## config.mk

```make
export PLATFORM = sky130hd
export DESIGN_NAME = stcs_tx_status
export DESIGN_NICKNAME = d
export VERILOG_FILES = /design/src/logic/stcs_pkg.sv /design/src/logic/stcs_tx_status.sv
export SDC_FILE = /design/constraint.sdc
export NUM_CORES = 1
export LEC_CHECK = 0
export ABC_AREA = 1
export BUFFER_PORTS_ARGS = -buffer_cell sky130_fd_sc_hd__buf_2
export CAP_MARGIN = 10
export CORE_UTILIZATION = 60
export DETAILED_ROUTE_END_ITERATION = 6
export PLACE_DENSITY = 0.88
export SYNTH_ARGS = -nofsm -noshare
export SYNTH_HDL_FRONTEND = slang
export SYNTH_SLANG_ARGS = --single-unit
export TNS_END_PERCENT = 50
```

## constraint.sdc

```tcl
create_clock -name pclk -period 6 [get_ports pclk]
set_input_delay 0.9 -clock pclk [delete_from_list [all_inputs] [get_ports pclk]]
set_output_delay 0.9 -clock pclk [all_outputs]
set_load 0.1 [all_outputs]
```

## src/logic/stcs_pkg.sv

```systemverilog
package stcs_pkg;

  // register indices; byte address is four times the index
  localparam logic [9:0] IDX_FORMAT   = 10'h012;
  localparam logic [9:0] IDX_CATEGORY = 10'h013;
  localparam logic [9:0] IDX_SRC_CHAN = 10'h014;
  localparam logic [9:0] IDX_RATE_ACC = 10'h015;
  localparam logic [9:0] IDX_WORD_LEN = 10'h016;
  localparam logic [9:0] IDX_POSITION = 10'h017;

  // values after reset
  localparam logic [7:0] RST_FORMAT   = 8'h00;
  localparam logic [7:0] RST_CATEGORY = 8'h00;
  localparam logic [7:0] RST_SRC_CHAN = 8'h00;
  localparam logic [7:0] RST_RATE_ACC = 8'h71;
  localparam logic [7:0] RST_WORD_LEN = 8'h0b;

  // field positions inside the rate and accuracy register
  localparam int POS_DATA_SOURCE   = 6;
  localparam int POS_STATUS_ORIGIN = 7;

  // status block geometry
  localparam int          BLOCK_FRAMES = 192;
  localparam int          CFG_BITS     = 40;
  localparam logic [7:0]  LAST_FRAME   = 8'hbf;
  localparam logic [7:0]  FIRST_FRAME  = 8'h00;

  // position register field
  localparam int POS_RELAY_FLAG = 8;

  typedef enum logic [2:0]
  {
    REG_NONE,
    REG_FORMAT,
    REG_CATEGORY,
    REG_SRC_CHAN,
    REG_RATE_ACC,
    REG_WORD_LEN,
    REG_POSITION
  } stcs_reg_type;

endpackage

```

## src/logic/stcs_tx_status.sv

```systemverilog
`timescale 1ns/10ps

// Functional notes
// status goes out as a 192-frame block, one bit in each sub-frame.
// only status positions 0 to 39 are taken from the settings.
// both sub-frames carry the same status; channel bits 23:20 hold channel ids.
// receiver as data source relays recovered status unchanged unless origin select set.
// receiver source with origin select set uses the transmit status registers.
// parity bit keeps every sub-frame at even parity.
// status bit 0 is format register bit 0, professional use flag, reset 0.
// status bit 1 is format register bit 1, non-PCM flag, reset 0.
// status bit 2 is copy unrestricted flag, reset 0.
// status bits 5:3 mirror emphasis field; software keeps 000 or 001.
// status bits 7:6 mirror status mode field; software keeps 00.
// status bits 15:8 carry the category field, reset zero.
// status bits 21:20 carry first sub-frame channel id, reset 00.
// status bits 23:22 carry second sub-frame channel id, reset 00.
// status bits 27:24 carry rate indication field, reset 0001.
// status bits 29:28 carry clock accuracy field, reset 11.
// bit 32 max length flag reset 1; bits 35:33 word length code reset 101.
// bits 19:16 source id, bits 39:36 original rate; both reset zero.
// bit n goes in frame n from block start; positions 40 to 191 send zero.
// register changes take effect only at the next block boundary, except the source and origin selects, which act at once.
// data source select resets to 1; 0 relays receiver, 1 sends audio interface.
// status origin select resets to 0; matters only when relaying the receiver.
module stcs_tx_status
(
  input  wire logic        pclk,
  input  wire logic        presetn,
  input  wire logic        psel,
  input  wire logic        penable,
  input  wire logic        pwrite,
  input  wire logic [11:0] paddr,
  input  wire logic [31:0] pwdata,
  input  wire logic [3:0]  pstrb,
  output logic             pready,
  output logic [31:0]      prdata,
  output logic             pslverr,
  input  wire logic        sf_req,
  input  wire logic        sf_second,
  input  wire logic        sf_block_start,
  input  wire logic [23:0] sf_audio,
  input  wire logic        sf_validity,
  input  wire logic        sf_user,
  input  wire logic        rx_status_bit,
  output logic             cs_valid,
  output logic             cs_bit,
  output logic             parity_bit,
  output logic             data_source_sel,
  output logic             status_origin_sel
);

  logic [7:0]  format_r;
  logic [7:0]  category_r;
  logic [7:0]  src_chan_r;
  logic [7:0]  rate_acc_r;
  logic [7:0]  word_len_r;
  logic [39:0] shadow_r;
  logic [7:0]  frame_r;
  logic [31:0] rdata_r;
  logic        cs_valid_r;
  logic        cs_bit_r;
  logic        parity_r;

  logic [39:0] live_vec;
  logic [39:0] cur_vec;
  logic [7:0]  cur_frame;
  logic        relay;
  logic        status_now;
  logic        wr_en;
  logic        rd_setup;
  logic [7:0]  frame_nxt;
  logic [39:0] shadow_nxt;
  logic        wr_format;
  logic        wr_category;
  logic        wr_src_chan;
  logic        wr_rate_acc;
  logic        wr_word_len;
  stcs_pkg::stcs_reg_type sel_reg;

  // byte address to register select; low two address bits must be zero
  function automatic stcs_pkg::stcs_reg_type decode(input logic [11:0] addr);
    stcs_pkg::stcs_reg_type r;
    r = stcs_pkg::REG_NONE;
    if (addr[1:0] != 2'h0)
    begin
      r = stcs_pkg::REG_NONE;
    end
    else if (addr[11:2] == stcs_pkg::IDX_FORMAT)
    begin
      r = stcs_pkg::REG_FORMAT;
    end
    else if (addr[11:2] == stcs_pkg::IDX_CATEGORY)
    begin
      r = stcs_pkg::REG_CATEGORY;
    end
    else if (addr[11:2] == stcs_pkg::IDX_SRC_CHAN)
    begin
      r = stcs_pkg::REG_SRC_CHAN;
    end
    else if (addr[11:2] == stcs_pkg::IDX_RATE_ACC)
    begin
      r = stcs_pkg::REG_RATE_ACC;
    end
    else if (addr[11:2] == stcs_pkg::IDX_WORD_LEN)
    begin
      r = stcs_pkg::REG_WORD_LEN;
    end
    else if (addr[11:2] == stcs_pkg::IDX_POSITION)
    begin
      r = stcs_pkg::REG_POSITION;
    end
    return r;
  endfunction

  // assemble the 40 configurable status positions
  function automatic logic [39:0] build_vec
  (
    input logic [7:0] fmt,
    input logic [7:0] cat,
    input logic [7:0] sc,
    input logic [7:0] ra,
    input logic [7:0] wl
  );
    logic [39:0] v;
    v        = '0;
    v[0]     = fmt[0];
    v[1]     = fmt[1];
    v[2]     = fmt[2];
    v[5:3]   = fmt[5:3];
    v[7:6]   = fmt[7:6];
    v[15:8]  = cat;
    v[19:16] = sc[3:0];
    v[21:20] = sc[5:4];
    v[23:22] = sc[7:6];
    v[27:24] = ra[3:0];
    v[29:28] = ra[5:4];
    v[32]    = wl[0];
    v[35:33] = wl[3:1];
    v[39:36] = wl[7:4];
    return v;
  endfunction

  assign sel_reg  = decode(paddr);
  assign wr_en    = psel & penable & pwrite & pstrb[0];
  assign rd_setup = psel & ~penable;

  // one write strobe per register; the position register has none
  assign wr_format   = wr_en & (sel_reg == stcs_pkg::REG_FORMAT);
  assign wr_category = wr_en & (sel_reg == stcs_pkg::REG_CATEGORY);
  assign wr_src_chan = wr_en & (sel_reg == stcs_pkg::REG_SRC_CHAN);
  assign wr_rate_acc = wr_en & (sel_reg == stcs_pkg::REG_RATE_ACC);
  assign wr_word_len = wr_en & (sel_reg == stcs_pkg::REG_WORD_LEN);

  // zero wait states; unmapped addresses answer with an error
  assign pready  = 1'b1;
  assign pslverr = psel & penable & (sel_reg == stcs_pkg::REG_NONE);
  assign prdata  = rdata_r;

  assign data_source_sel   = rate_acc_r[stcs_pkg::POS_DATA_SOURCE];
  assign status_origin_sel = rate_acc_r[stcs_pkg::POS_STATUS_ORIGIN];

  assign relay    = ~data_source_sel & ~status_origin_sel;
  assign live_vec = build_vec(format_r, category_r, src_chan_r, rate_acc_r, word_len_r);

  // at a block start the freshly latched content is used in the same frame
  assign cur_vec   = sf_block_start ? live_vec : shadow_r;
  assign cur_frame = sf_block_start ? stcs_pkg::FIRST_FRAME : frame_r;

  // status bit for the requested sub-frame
  always_comb
  begin
    status_now = 1'b0;
    if (relay)
    begin
      status_now = rx_status_bit;
    end
    else if (cur_frame < 8'(stcs_pkg::CFG_BITS))
    begin
      status_now = cur_vec[cur_frame[5:0]];
    end
  end

  // format register
  always_ff @(posedge pclk or negedge presetn)
  begin
    if (!presetn)
    begin
      format_r <= stcs_pkg::RST_FORMAT;
    end
    else if (wr_format)
    begin
      format_r <= pwdata[7:0];
    end
  end

  // category register
  always_ff @(posedge pclk or negedge presetn)
  begin
    if (!presetn)
    begin
      category_r <= stcs_pkg::RST_CATEGORY;
    end
    else if (wr_category)
    begin
      category_r <= pwdata[7:0];
    end
  end

  // source and channel register
  always_ff @(posedge pclk or negedge presetn)
  begin
    if (!presetn)
    begin
      src_chan_r <= stcs_pkg::RST_SRC_CHAN;
    end
    else if (wr_src_chan)
    begin
      src_chan_r <= pwdata[7:0];
    end
  end

  // rate, accuracy and source select register
  always_ff @(posedge pclk or negedge presetn)
  begin
    if (!presetn)
    begin
      rate_acc_r <= stcs_pkg::RST_RATE_ACC;
    end
    else if (wr_rate_acc)
    begin
      rate_acc_r <= pwdata[7:0];
    end
  end

  // word length register
  always_ff @(posedge pclk or negedge presetn)
  begin
    if (!presetn)
    begin
      word_len_r <= stcs_pkg::RST_WORD_LEN;
    end
    else if (wr_word_len)
    begin
      word_len_r <= pwdata[7:0];
    end
  end

  // read data captured in the setup cycle
  always_ff @(posedge pclk or negedge presetn)
  begin
    if (!presetn)
    begin
      rdata_r <= 32'h0000_0000;
    end
    else if (rd_setup)
    begin
      if (sel_reg == stcs_pkg::REG_FORMAT)
      begin
        rdata_r <= {24'h00_0000, format_r};
      end
      else if (sel_reg == stcs_pkg::REG_CATEGORY)
      begin
        rdata_r <= {24'h00_0000, category_r};
      end
      else if (sel_reg == stcs_pkg::REG_SRC_CHAN)
      begin
        rdata_r <= {24'h00_0000, src_chan_r};
      end
      else if (sel_reg == stcs_pkg::REG_RATE_ACC)
      begin
        rdata_r <= {24'h00_0000, rate_acc_r};
      end
      else if (sel_reg == stcs_pkg::REG_WORD_LEN)
      begin
        rdata_r <= {24'h00_0000, word_len_r};
      end
      else if (sel_reg == stcs_pkg::REG_POSITION)
      begin
        rdata_r <= {23'h00_0000, relay, frame_r};
      end
      else
      begin
        rdata_r <= 32'h0000_0000;
      end
    end
  end

  // frame position within the block; advances after the second sub-frame
  always_comb
  begin
    frame_nxt = frame_r;
    if (sf_req)
    begin
      if (!sf_second)
      begin
        frame_nxt = cur_frame;
      end
      else if (cur_frame == stcs_pkg::LAST_FRAME)
      begin
        frame_nxt = stcs_pkg::FIRST_FRAME;
      end
      else
      begin
        frame_nxt = cur_frame + 8'h01;
      end
    end
  end

  always_ff @(posedge pclk or negedge presetn)
  begin
    if (!presetn)
    begin
      frame_r <= stcs_pkg::FIRST_FRAME;
    end
    else
    begin
      frame_r <= frame_nxt;
    end
  end

  // block content frozen at the boundary
  always_comb
  begin
    shadow_nxt = shadow_r;
    if (sf_req & ~sf_second & sf_block_start)
    begin
      shadow_nxt = live_vec;
    end
    else if (sf_req & sf_second & ~sf_block_start & (frame_r == stcs_pkg::LAST_FRAME))
    begin
      shadow_nxt = live_vec;
    end
  end

  always_ff @(posedge pclk or negedge presetn)
  begin
    if (!presetn)
    begin
      shadow_r <= build_vec(stcs_pkg::RST_FORMAT, stcs_pkg::RST_CATEGORY,
                            stcs_pkg::RST_SRC_CHAN, stcs_pkg::RST_RATE_ACC,
                            stcs_pkg::RST_WORD_LEN);
    end
    else
    begin
      shadow_r <= shadow_nxt;
    end
  end

  // answer strobe one cycle after each request
  always_ff @(posedge pclk or negedge presetn)
  begin
    if (!presetn)
    begin
      cs_valid_r <= 1'b0;
    end
    else
    begin
      cs_valid_r <= sf_req;
    end
  end

  // status bit; both sub-frames read the same vector
  always_ff @(posedge pclk or negedge presetn)
  begin
    if (!presetn)
    begin
      cs_bit_r <= 1'b0;
    end
    else if (sf_req)
    begin
      cs_bit_r <= status_now;
    end
  end

  // even parity over payload, validity, user and status
  always_ff @(posedge pclk or negedge presetn)
  begin
    if (!presetn)
    begin
      parity_r <= 1'b0;
    end
    else if (sf_req)
    begin
      parity_r <= ^{sf_audio, sf_validity, sf_user, status_now};
    end
  end

  assign cs_valid   = cs_valid_r;
  assign cs_bit     = cs_bit_r;
  assign parity_bit = parity_r;

endmodule

```

Word level (Yosys, flattened, before mapping)
Cells that the tools add are included.
- register bits after elaboration: 123
- input port bits: 83
- output and inout bits: 39
- word-level logic and storage cells: 76
- add/sub/neg operators: 1
- $lt $le $gt $ge: 2
- equal/unequal tests: 14
- multiplexer cells: 23
- bitwise logic cells: 21
- reduce and logical (&&, ||, !) cells: 4
- operators with widths (kind ; count):
    $mux W40 ; 3
    $eq A10 B5 Y1 const B ; 6
    $mux W9 ; 6
    $reduce_xor A27 Y1 ; 1
    $mux W8 ; 3
    $mux W3 ; 7
    $and A1 B1 Y1 ; 16
    $eq A8 B8 Y1 const B ; 2
    $eq A3 B3 Y1 const B ; 3
    $add A8 B1 Y8 const B ; 1
    $lt A8 B6 Y1 const B ; 1
    $lt A6 B7 Y1 const B ; 1
    $bmux W1 S6 ; 1
    $eq A3 B2 Y1 const B ; 2
    $not A1 Y1 ; 5
    $reduce_bool A2 Y1 ; 2
    $eq A3 B1 Y1 const B ; 1
    $logic_not A3 Y1 ; 1
    $mux W1 ; 3

Depth between registers and ports, before layout
- depth in word-level cells: 15
- mapped depth: 19
- mapped depth without buffers: 17

Least setup slack after synthesis
Ideal clock, no wire load.
- kind: input port to output port
- start point: input port paddr[7]
- end point: output port pslverr
- arrival: 3.018 ns
- data required time: 5.100 ns
- slack: 2.082 ns
- stages: 10
- buffers on the path: 1
- cell sequence: inv_1 nand2_2 nor3_4 nand2_1 nor2_1 nor2_2 nand2_4 buf_4 nand2_1 nor2_1
- word-level cells in the longest chain between the ends: 10
- elaborated cells on any way between the ends: 15
- those cells by class: eq/ne (6); mux (7); bitwise (1); reduce/logical (1)
- RTL lines (element ; RTL line ; RTL):
    start, declared ; stcs_tx_status.sv:33 ; input wire logic [11:0] paddr,
    $eq A10 B5 Y1 ; stcs_tx_status.sv:109 ; else if (addr[11:2] == stcs_pkg::IDX_POSITION)
    $mux W3 ; stcs_tx_status.sv:109 ;
    $mux W3 ; stcs_tx_status.sv:105 ; else if (addr[11:2] == stcs_pkg::IDX_WORD_LEN)
    $mux W3 ; stcs_tx_status.sv:101 ; else if (addr[11:2] == stcs_pkg::IDX_RATE_ACC)
    $mux W3 ; stcs_tx_status.sv:97 ; else if (addr[11:2] == stcs_pkg::IDX_SRC_CHAN)
    $mux W3 ; stcs_tx_status.sv:93 ; else if (addr[11:2] == stcs_pkg::IDX_CATEGORY)
    $mux W3 (*) ; stcs_tx_status.sv:89 ; else if (addr[11:2] == stcs_pkg::IDX_FORMAT)
    $mux W3 (*) ; stcs_tx_status.sv:85 ; if (addr[1:0] != 2'h0)
    $logic_not A3 Y1 (*) ; stcs_tx_status.sv:157 ; assign pslverr = psel & penable & (sel_reg == stcs_pkg::REG_NONE);
    $and A1 B1 Y1 (*) ; stcs_tx_status.sv:157 ;
    end, declared ; stcs_tx_status.sv:38 ; output logic pslverr,
Mark *: on every way between the ends. The rest lies on a longest branch, timed or not.

Final worst setup path
Same ends and word-level chain as after synthesis.

==> metrics.txt <==
crit path capture type output port; gpl congestion 0.914; clock slew at reported path FFs 0.10 ns; Final Hold Slack 0.426 ns; Worst-Skew Late Latency 0.38 ns; Max Freq 265 MHz; worst slew pin tran 0.906 ns; CTS root buffer clkbuf_8; clock buffer depth 2; Yosys top cell by area dfrtp_1; # diodes 0; met1 Use GR 41.1%; # port buffers 70; Worst Path Max Fanout 11; CTS Sinks 98; Global Route met2 Usage 48.9%; Synth cell types 40; RR Endpoint frame_r[5]$_DFFE_PN0P_; cts bufs inserted 9; via count of the first global-routing pass 4949; drt first pass iters 5; Period Utilization, post-route 63.0%; status complete, no violations; Clock Skew 0.00992 ns; Slew headroom 39.4%; post-CTS setup buffers 0; Max stage delay on crit path 0.70 ns; gr ovfl total 0; Core Region 9280 um^2; Gate Count Post-Synth 755; Initial DRC Count 504; Main synth FF type dfrtp_1; RSZ-0062 raised after global routing false; Async SR Flop Fraction 100%; die height 100 um; routed vias 5328; Top Usage Layer GRT met2; R2R Setup Slk 3.12 ns; Synth area leaders dfrtp_1 (37%), nand2_1 (12%), inv_1 (6.3%); power density cells 245 nW/um^2; Cell Area, Placed 6070 um^2; Crit Path Category primary input to output port; Pins Over Slew Limit 0; fin area 6340 um^2; Max-Cap Viols 0; Routed Antenna Nets 0; Synth Register Bits 98; Boundary Pins 122; largest net degree at the start of global routing 70; Tightest Hold Check Type primary input to async pin; GR Layer Usage met3 5.50%; Syn. warnings 0; setup violators final 0; full die area 10100 um^2; post-CTS sizing 0; Final nets 893; RR Startpoint frame_r[0]$_DFFE_PN0P_; initial antenna violation count 0; DRC violations left 0; layout filler cell count 766; CTS tree done; GRT Resource Usage Total 31.3%; Pleak 3.22 nW; syn avg cell area 7.68 um^2; Data required, critical path 5.10 ns; VDD IR max 0.156 mV; post-DP HPWL 10.7 mm; Initial Util 62.5%; post-DR vias/cell 5.65; slowest CP cell nor2_1; WL/cell 15.9 um; first-pass GRT wire length 24.0 mm; CTS H-tree depth 3; element type at the critical path start primary input; WL final 15.0 mm; Die Wd 100 um; Area Growth Syn to Fin 9.39%; hold_buf cts 0; Cell Rows 35; setup TNS 0 ns; Synth top area share 36.7%; path depth of the worst reg2reg path 10; Mapped Area 5800 um^2; Hold Violations, Final 0; min Tclk post-route 3.78 ns; Crit path arrival time 2.88 ns; CP Cell Sequence buf_2, inv_1, nand2_2, nor3_4, nand2_1, nor2_1, nand2_2, nand3_1, nor2_1, buf_2; layout cells sized above 1 17.4%; post-synthesis sequential area ratio 42.6%; Post-synth EDFFs 0
[where the power goes]
| part | leakage (nW) | internal, W | switching [W] |
|---|---|---|---|
| clock network | 0.134 | 0.000323 | 0.000246 |
| registers | 1.30 | 0.000676 | 0.0000159 |
| logic | 1.79 | 0.0000710 | 0.000221 |
| total | 3.22 | 0.00107 | 0.000483 |
[cell usage after synthesis (all sizes together), types with 2 or more instances]
master	count
mux2	14
o22ai	2
o211ai	2
conb	2
buf	45
dfrtp	85
nand3	57
dfstp	13
clkbuf	6
inv	100
nor4	2
nand2	193
a21oi	31
nor2	55
xnor2	17
nor3	8
xor2	10
clkinv	2
nand4	24
o21ai	80
[layout by cell type, fill, tap and decap left out, types with 2 or more instances in the layout]
master       n
nand2_4      3
nor2_2       4
nor4_1       2
dfrtp_1     85
nor2_4       3
buf_2       69
nand3_1     54
nor3_4       2
nand4_4      2
mux2_2      14
dfstp_2     13
nand3_2      3
bufinv_16    4
nor2_1      48
o21ai_0     55
xor2_1      10
inv_1       97
clkinv_1     2
buf_4        3
inv_6        2
o22ai_1      2
xnor2_1     17
nand2_2      6
nand4_1     22
nand2_1    184
o21ai_1     25
o211ai_1     2
a21oi_1     31
nor3_1       5
conb_1      24
inv_2        2
clkbuf_8     9
[layer usage]
layer | vias to the layer above | share of wire [%]
li1 | 2490 | -
met1 | 2464 | 40
met2 | 316 | 47
met3 | 58 | 8.5
met4 | 0 | 4.7
met5 | - | 0
[worst max-delay path: cells and delay by family]
family / cells / cell delay, ns
buffers and inverters: 3 / 0.44
and+or+nand+nor: 7 / 1.53
[cell type report]
| class | instances | area, um^2 | area share [%] |
|---|---|---|---|
| Multi-Input combinational cell | 526 | 2690 | 42.4 |
| Sequential cell | 98 | 2470 | 38.9 |
| Inverter | 102 | 385 | 6.08 |
| Timing Repair Buffer | 72 | 368 | 5.80 |
| Tap cell | 129 | 161 | 2.54 |
| Clock inverter | 7 | 146 | 2.31 |
| Clock buffer | 9 | 124 | 1.95 |
[flip-flops by register name, summed over array words and instances (netlist names), 8 cells and up]
| name | count |
|---|---|
| category_r | 8 |
| prdata | 9 |
| word_len_r | 8 |
| frame_r | 8 |
| shadow_r | 38 |
| format_r | 8 |
| src_chan_r | 8 |
| rate_acc_r | 8 |
[worst max-delay path by stage]
stage | from | to | slack [ns] | depth (start not counted)
5_1_grt | paddr[7] | pslverr | 2.01 | 10
6_report | paddr[7] | pslverr | 2.22 | 10
3_5_place_dp | paddr[7] | pslverr | 2.26 | 10
3_3_place_gp | sf_block_start | frame_r[5]$_DFFE_PN0P_ | 2.31 | 12
2_1_floorplan | paddr[7] | pslverr | 2.08 | 10
4_1_cts | paddr[7] | pslverr | 2.25 | 10
[through the flow]
step	total power [W]	cells	setup WS [ns]	util, %
2_1_floorplan	0.000935	777	2.08	-
3_3_place_gp	0.000983	927	2.31	65.4
3_5_place_dp	0.000993	927	2.26	65.4
4_1_cts	0.00155	943	2.25	68.3
5_1_grt	0.00160	943	2.01	68.3
6_report	0.00155	943	2.22	68.3
[cells by family (layout without fill, tap and decap cells)]
| kind of cell | Yosys count | count (layout) | share of synthesized area [%] |
|---|---|---|---|
| AOI/OAI and AO/OA | 120 | 120 | 10.7 |
| other | 2 | 24 | 0.130 |
| adders and majority gates | 1 | 1 | 0.216 |
| and+or+nand+nor | 340 | 340 | 27.0 |
| buffers and inverters | 153 | 190 | 12.6 |
| xor gates and xnor gates | 27 | 27 | 4.08 |
| DFF | 98 | 98 | 42.6 |
| muxes | 14 | 14 | 2.72 |
No activity file was read; power rests on OpenSTA's default activity.
